[config.mk]
export PLATFORM = sky130hd
export DESIGN_NAME = sar_device_flat
export DESIGN_NICKNAME = d
export VERILOG_FILES = /design/src/hdl/sar_link_pkg.sv /design/src/hdl/sar_link_if.sv /design/src/hdl/edge_sync.sv /design/src/hdl/sar_device.sv /design/src/flat_wrapper.sv
export SDC_FILE = /design/constraint.sdc
export NUM_CORES = 1
export LEC_CHECK = 0
export BUFFER_PORTS_ARGS = -buffer_cell sky130_fd_sc_hd__buf_2
export CAP_MARGIN = 20
export CELL_PAD_IN_SITES_DETAIL_PLACEMENT = 1
export CELL_PAD_IN_SITES_GLOBAL_PLACEMENT = 1
export CORE_MARGIN = 1
export CORE_UTILIZATION = 40
export DETAILED_ROUTE_END_ITERATION = 8
export PLACE_DENSITY_LB_ADDON = 0.1
export SLEW_MARGIN = 20
export SYNTH_ARGS = -nofsm -noshare
export SYNTH_HDL_FRONTEND = slang
export SYNTH_HIERARCHICAL = 1
export SYNTH_SLANG_ARGS = --single-unit
[constraint.sdc]
create_clock -name clk_i -period 5.7 [get_ports clk_i]
set_clock_uncertainty 0.2 [all_clocks]
set_input_delay 0.285 -clock clk_i [delete_from_list [all_inputs] [get_ports clk_i]]
set_output_delay 0.285 -clock clk_i [all_outputs]
set_load 0.005 [all_outputs]
[src/hdl/sar_link_pkg.sv]
`default_nettype none
package sar_link_pkg;
   // =====================================================
   // widths and timing
   localparam int unsigned DATA_W        = 16;
   localparam int unsigned CLK_HZ        = 10_000_000;
   localparam int unsigned CONV_MIN_NS   = 500;
   localparam int unsigned CONV_MAX_NS   = 2200;
   localparam int unsigned CLK_NS        = 1_000_000_000 / CLK_HZ;
   // least time rounds up, longest rounds down
   localparam int unsigned CONV_MIN_CYC  = (CONV_MIN_NS + CLK_NS - 1) / CLK_NS;
   localparam int unsigned CONV_MAX_CYC  = CONV_MAX_NS / CLK_NS;
   localparam int unsigned SCLK_HALF_CYC = 4;
   // =====================================================
   // result saturation and reset codes
   localparam logic [15:0] CODE_POS_FULL = 16'h7fff;
   localparam logic [15:0] CODE_NEG_FULL = 16'h8000;
   localparam logic [15:0] RESET_WORD    = 16'h0000;
   // =====================================================
   // host command register map
   localparam logic [1:0]  ADDR_CTRL     = 2'h0;
   localparam logic [1:0]  ADDR_STATUS   = 2'h1;
   localparam logic [1:0]  ADDR_DATA     = 2'h2;
   localparam logic [1:0]  ADDR_CHAIN    = 2'h3;
   localparam int unsigned CTRL_GO_BIT   = 0;
   localparam int unsigned CTRL_BUSY_BIT = 1;
   localparam int unsigned CTRL_CHN_BIT  = 2;
   // =====================================================
   typedef enum logic [1:0] {MODE_NONE, MODE_SEL, MODE_CHAIN} mode_t;
   // sign-saturate a wider sample into the result word
   function automatic logic [15:0] sat16(input logic signed [17:0] v);
      if (v > 18'sd32767) begin
         return CODE_POS_FULL;
      end else if (v < -18'sd32768) begin
         return CODE_NEG_FULL;
      end else begin
         return v[15:0];
      end
   endfunction
endpackage
`default_nettype wire

[src/hdl/sar_link_if.sv]
`default_nettype none
interface sar_link_if;
   logic conv_start;
   logic sel_in;
   logic sclk;
   logic sdo_o;
   logic sdo_oe;
   logic serial_data_output;
   // pull-up on the data line resolves a released pin to one
   assign serial_data_output = sdo_oe ? sdo_o : 1'b1;
   modport device (input conv_start, input sel_in, input sclk, output sdo_o, output sdo_oe);
   modport host   (output conv_start, output sel_in, output sclk, input serial_data_output);
endinterface
`default_nettype wire

[src/hdl/edge_sync.sv]
`default_nettype none
// two-flop synchroniser plus edge finder on the second stage
module edge_sync (
   input  wire logic clk_i,
   input  wire logic rstn_i,
   input  wire logic d_i,
   output logic      lvl_o,
   output logic      rise_o,
   output logic      fall_o
);
   logic [2:0] sh_ff;
   // =====================================================
   always_ff @(posedge clk_i or negedge rstn_i) begin
      if (!rstn_i) begin
         sh_ff <= 3'h0;
      end else begin
         sh_ff <= {sh_ff[1:0], d_i};
      end
   end
   assign lvl_o  = sh_ff[1];
   assign rise_o = sh_ff[1] & ~sh_ff[2];
   assign fall_o = ~sh_ff[1] & sh_ff[2];
endmodule
`default_nettype wire

[src/hdl/sar_device.sv]
`default_nettype none
// Operation
// cnv rise samples select: high select, low chain
// select tied to start always gives chain
// host clocks out one word after power-up; host here idles until a go write to the control register
// optional start bit, else wait max time
// select busy if start or select low
// chain busy if serial clock high
// select high start rise: convert, release line
// conversion always runs to its end
// host may drop start, restore before min
// end of conversion powers down to acquire
// no busy: msb on start fall, fall shifts
// bits stay valid across both clock edges
// no busy: release after 16th fall/rise
// busy: line released until conversion done
// host holds start low for busy
// busy: drive low when conversion completes
// busy: shift msb first, release after 17th
// 4-wire: select governs readout timing
// chain: select feeds output shift register
// conversion timed by internal clock
// result saturates at 7fff and 8000
// host holds min and max conversion time
// host drops start bit into 16-bit word
module sar_device #(
   parameter int unsigned CONV_CYC = sar_link_pkg::CONV_MAX_CYC
) (
   input  wire logic               clk_i,
   input  wire logic               rstn_i,
   input  wire logic signed [17:0] sample_i,
   output logic                    powered_o,
   output logic                    busy_mode_o,
   sar_link_if.device              link
);
   // =====================================================
   // synchronised pins
   logic cnv_l, cnv_r, cnv_f, sel_l, sel_r, sel_f, sck_l, sck_r, sck_f;
   edge_sync u_cnv (.clk_i(clk_i), .rstn_i(rstn_i), .d_i(link.conv_start),
                    .lvl_o(cnv_l), .rise_o(cnv_r), .fall_o(cnv_f));
   edge_sync u_sel (.clk_i(clk_i), .rstn_i(rstn_i), .d_i(link.sel_in),
                    .lvl_o(sel_l), .rise_o(sel_r), .fall_o(sel_f));
   edge_sync u_sck (.clk_i(clk_i), .rstn_i(rstn_i), .d_i(link.sclk),
                    .lvl_o(sck_l), .rise_o(sck_r), .fall_o(sck_f));

   typedef struct packed {
      sar_link_pkg::mode_t mode;
      logic               converting;
      logic [15:0]        timer;
      logic               busy;
      logic [16:0]        shreg;
      logic [4:0]         cnt;
      logic               serial_data_output;
      logic               oe;
      logic               pwr;
      logic               sel_prev;
   } state_t;
   state_t st_ff, nxt_st;

   // =====================================================
   // mode choice, conversion timer, readout shifter
   always_comb begin
      nxt_st = st_ff;
      nxt_st.sel_prev = sel_l;
      if (cnv_r) begin
         // edge is seen with select's level before any shared-wire change
         if (!st_ff.converting) begin
            nxt_st.converting = 1'b1;
            nxt_st.timer      = 16'(CONV_CYC);
            nxt_st.pwr        = 1'b1;
            nxt_st.cnt        = 5'h0;
            // tied select rises with start: sampled prior value low, chain
            if (st_ff.sel_prev) begin
               nxt_st.mode = sar_link_pkg::MODE_SEL;
               nxt_st.oe   = 1'b0;
               nxt_st.busy = 1'b0;
            end else begin
               nxt_st.mode = sar_link_pkg::MODE_CHAIN;
               nxt_st.busy = sck_l;
               nxt_st.oe   = 1'b1;
               nxt_st.serial_data_output  = 1'b0;
            end
         end
         if (st_ff.mode == sar_link_pkg::MODE_SEL) begin
            nxt_st.oe = 1'b0;
         end
      end else if (st_ff.converting) begin
         nxt_st.timer = st_ff.timer - 16'h1;
         if (st_ff.timer == 16'h1) begin
            nxt_st.converting = 1'b0;
            nxt_st.pwr        = 1'b0;
            nxt_st.shreg      = {sar_link_pkg::sat16(sample_i), 1'b0};
            if (st_ff.mode == sar_link_pkg::MODE_SEL) begin
               nxt_st.busy = ~cnv_l | ~sel_l;
               if (~cnv_l | ~sel_l) begin
                  nxt_st.oe  = 1'b1;
                  nxt_st.serial_data_output = 1'b0;
                  nxt_st.cnt = 5'h0;
                  // start bit stands first, so the msb leaves on the first fall
                  nxt_st.shreg = {1'b0, sar_link_pkg::sat16(sample_i)};
               end
            end else begin
               nxt_st.oe  = 1'b1;
               nxt_st.serial_data_output = st_ff.busy ? 1'b1 : sar_link_pkg::sat16(sample_i)[15];
               nxt_st.cnt = st_ff.busy ? 5'h0 : 5'h1;
               nxt_st.shreg = st_ff.busy ? {sar_link_pkg::sat16(sample_i), 1'b0}
                                         : {sar_link_pkg::sat16(sample_i)[14:0], 2'h0};
            end
         end
      end else if (st_ff.mode == sar_link_pkg::MODE_SEL) begin
         // 3-wire uses start, 4-wire uses select as the read strobe
         if (!st_ff.busy && (cnv_f || sel_f) && !st_ff.oe) begin
            nxt_st.oe  = 1'b1;
            nxt_st.serial_data_output = st_ff.shreg[16];
            nxt_st.cnt = 5'h1;
         end else if (st_ff.oe && sck_f) begin
            // bit changes only on falls, so it holds over the rise
            nxt_st.serial_data_output   = st_ff.shreg[15];
            nxt_st.shreg = {st_ff.shreg[15:0], 1'b0};
            nxt_st.cnt   = st_ff.cnt + 5'h1;
            if (st_ff.cnt == 5'(sar_link_pkg::DATA_W)) begin
               nxt_st.oe = 1'b0;
            end
         end
         if (sel_r && !st_ff.busy && cnv_l) begin
            nxt_st.oe = 1'b0;
         end
      end else if (st_ff.mode == sar_link_pkg::MODE_CHAIN && sck_f) begin
         nxt_st.serial_data_output   = st_ff.shreg[16];
         nxt_st.shreg = {st_ff.shreg[15:0], sel_l};
         if (st_ff.cnt != 5'h1f) begin
            nxt_st.cnt = st_ff.cnt + 5'h1;
         end
      end
   end

   // =====================================================
   always_ff @(posedge clk_i or negedge rstn_i) begin
      if (!rstn_i) begin
         st_ff <= '0;
      end else begin
         st_ff <= nxt_st;
      end
   end

   assign link.sdo_o   = st_ff.serial_data_output;
   assign link.sdo_oe  = st_ff.oe;
   assign powered_o    = st_ff.pwr;
   assign busy_mode_o  = st_ff.busy;
endmodule
`default_nettype wire

[src/flat_wrapper.sv]
// flat-port wrapper written by rule: the top's interface ports become plain ports
module sar_device_flat 
#(
   parameter int unsigned CONV_CYC = sar_link_pkg::CONV_MAX_CYC
)
  (clk_i, rstn_i, sample_i, powered_o, busy_mode_o, link_conv_start, link_sel_in, link_sclk, link_sdo_o, link_sdo_oe);
  sar_link_if link_i ();
  input  wire logic clk_i;
  input  wire logic rstn_i;
  input  wire logic signed [17:0] sample_i;
  output logic powered_o;
  output logic busy_mode_o;
  input wire logic [$bits(link_i.conv_start)-1:0] link_conv_start;
  input wire logic [$bits(link_i.sel_in)-1:0] link_sel_in;
  input wire logic [$bits(link_i.sclk)-1:0] link_sclk;
  output wire logic [$bits(link_i.sdo_o)-1:0] link_sdo_o;
  output wire logic [$bits(link_i.sdo_oe)-1:0] link_sdo_oe;
  assign link_i.conv_start = link_conv_start;
  assign link_i.sel_in = link_sel_in;
  assign link_i.sclk = link_sclk;
  assign link_sdo_o = link_i.sdo_o;
  assign link_sdo_oe = link_i.sdo_oe;
  sar_device #(.CONV_CYC(CONV_CYC)) u_core (.clk_i(clk_i), .rstn_i(rstn_i), .sample_i(sample_i), .powered_o(powered_o), .busy_mode_o(busy_mode_o), .link(link_i));
endmodule
==> impl_metrics.py <==
metrics = {
    "cts": {
        "cts_made_buffers": 5,
        "clockBufferDepth": 2,
        "clock_sinks": 55,
        "h-tree-depth": 2,
        "clk_pin_slew_ns": 0.10,
        "cts_root_buf": "clkbuf_8",
        "cts_tree": "yes",
        "clk_latency_ns": 0.30,
    },
    "drt": {
        "routed_wl_um": 7980,
        "dr_total_vias": 2822,
        "dr.pass1.iters": 4,
        "routed_via_density": 5.71,
        "initialDrtViolationCount": 114,
        "ant_nets": 0,
        "wl_per_cell_um": 16.1,
        "drc": 0,
    },
    "cells_and_area": {
        "stdcell_count": 494,
        "antenna_cells": 0,
        "synthToLayoutAreaGrowth_pct": 10.9,
        "drive_above_1_share_pct": 13.3,
        "fin_nets": 423,
        "stdcell_area_mm2": 0.00367,
    },
    "grt": {
        "antenna_found_initial": 0,
        "overflow": 0,
        "grt_pass1_vias": 2881,
        "grt_pass1_wl_um": 13800,
        "grt_max_degree": 56,
        "grtUsageTotal_pct": 20.0,
    },
    "die": {
        "dieArea_mm2": 0.00864,
        "ios": 27,
        "num_rows": 32,
        "initial_core_util_pct": 42.1,
        "core-area_mm2": 0.00785,
        "die_w_um": 92.9,
        "dieHeight_um": 92.9,
    },
    "pwr": {
        "p_per_area_mw_per_mm2": 367,
        "ir_worst_vdd_uv": 153,
        "total_power_mw": 1.35,
        "p_leak_nw": 1.58,
    },
    "critical_path": {
        "r2r_cells": 7,
        "path_class": "reg2reg",
        "worstPathRequired_ns": 5.68,
        "crit_path_end_kind": "flip-flop",
        "cp_slowest_cell": "dfrtp_1",
        "crit_fanout": 19,
        "crit_chain": "inv_1 -> ha_1 -> nor3b_1 -> or4b_1 -> nor3_1 -> xnor2_1 -> nor2_1",
        "r2r_start": "u_core/st_ff[43]",
        "arrival_ns": 3.47,
        "max_stage_delay_ns": 0.77,
        "r2r_slack_ns": 2.22,
        "r2r-end": "u_core/st_ff[40]",
        "setup.worst_path.start_class": "flip-flop",
    },
    "outcome": {
        "outcome": "finished, final reports clean",
    },
    "hold_path": {
        "hp-start": "u_core/u_cnv/sh_ff[0]",
        "min_to": "u_core/u_cnv/sh_ff[1]",
        "worstHoldPathType": "reg2reg",
        "whs_path_depth": 0,
    },
    "sta": {
        "rsz0062_at_grt": "false",
        "worst_pin_slew_ns": 0.822,
        "fin_crit_sh_pct": 61.1,
        "maxSlewViolCount": 0,
        "period_needed_ns": 3.48,
        "setup_tns_ns": 0,
        "finalSetupViolCount": 0,
        "slew_headroom_pct": 43.6,
        "finalHoldViolations": 0,
        "fmax_mhz": 287,
    },
    "synth": {
        "synth_cells": 374,
        "syn-cell-area_mm2": 0.00331,
        "ys_warn_count": 6,
        "syn_nets": 406,
        "synth_area_per_cell_um2": 8.84,
    },
    "placement": {
        "dp_hpwl_um": 5810,
        "io_buffers": 26,
        "placed_cell_area_mm2": 0.00351,
        "place_congestion": 0.795,
        "dpl.cell_count": 482,
    },
    "flow_run": {
        "drv_cap": 0,
    },
}
==> flip-flops by register name, indices dropped and copies added, names as in the netlist <==
signal,cells
u_core/st_ff,42
u_core/u_sel/sh_ff,3
u_core/link.sdo_oe,1
u_core/busy_mode_o,1
u_core/powered_o,1
u_core/link.sdo_o,1
u_core/u_cnv/sh_ff,3
u_core/u_sck/sh_ff,3
==> how the worst max path moves through the flow <==
stage / end / slack (ns) / startpoint
3_5_place_dp: u_core/st_ff[40] / 2.26 / u_core/st_ff[43]
2_1_floorplan: u_core/st_ff[40] / 2.77 / u_core/u_cnv/sh_ff[1]
4_1_cts: u_core/st_ff[40] / 2.23 / u_core/st_ff[43]
6_report: u_core/st_ff[40] / 2.22 / u_core/st_ff[43]
5_1_grt: u_core/st_ff[40] / 1.87 / u_core/st_ff[43]
3_3_place_gp: u_core/st_ff[40] / 2.34 / u_core/st_ff[43]
==> cell type report <==
cell class | count | area (um2)
clock buffers | 6 | 82.6
flip-flops and latches | 55 | 1380
repair buffers | 34 | 200
fillers | 952 | 4180
clock inverters | 2 | 35.0
well taps | 102 | 128
multi-input cells | 285 | 1810
inverters | 10 | 37.5
==> layer usage <==
layer	part of all wire [%]	routed length (um)	up-vias	global-route usage, %
met5	0	0	-	0
met4	0.93	74	0	4.74
met3	2.5	197	6	2.63
met2	46	3640	41	32.4
met1	51	4070	1370	28.2
li1	-	-	1405	-
==> worst max-delay path, delay by kind of cell (launching register included) <==
kind,cells,cell delay [ns]
AND/OR/NAND/NOR,4,1.15
flip-flops,1,0.77
adder cells (fa/ha/maj),1,0.69
buffers and inverters,1,0.40
XOR/XNOR,1,0.14
==> cells in the final DEF (no fill, tap or decap), types with 5 or more instances in the layout <==
| cell type | n |
|---|---|
| a21boi_0 | 15 |
| a21oi_1 | 11 |
| a22oi_1 | 11 |
| buf_2 | 26 |
| clkbuf_8 | 6 |
| dfrtp_1 | 55 |
| ha_1 | 9 |
| inv_1 | 10 |
| mux2_2 | 5 |
| mux2i_1 | 5 |
| nand2_1 | 25 |
| nand3_1 | 6 |
| nor2_1 | 57 |
| nor3_1 | 8 |
| o21ai_0 | 29 |
| o22a_1 | 10 |
| o22ai_1 | 14 |
| o31ai_1 | 7 |
| xnor2_1 | 7 |
==> report_power, final <==
part | internal, mW | switching, mW | total, mW
Clock | 0.142 | 0.123 | 0.266
Combinational | 0.207 | 0.271 | 0.478
Sequential | 0.498 | 0.106 | 0.604
==> stage by stage <==
stage | hold slack, ns | setup WS [ns] | utilization (%)
after global placement | 0.132 | 2.34 | 44.7
after CTS | 0.161 | 2.23 | 46.7
after global routing | 0.176 | 1.87 | 46.7
after floorplan | -0.211 | 2.77 | -
after detailed placement | 0.136 | 2.26 | 44.7
final | 0.158 | 2.22 | 46.7
==> repair_timing <==
item	CTS	global route
hold buffers	4	0
gates resized for setup	0	0
buffers inserted	0	0
endpoints found under the hold margin	58	0
Power figures use the tool's default switching activity.
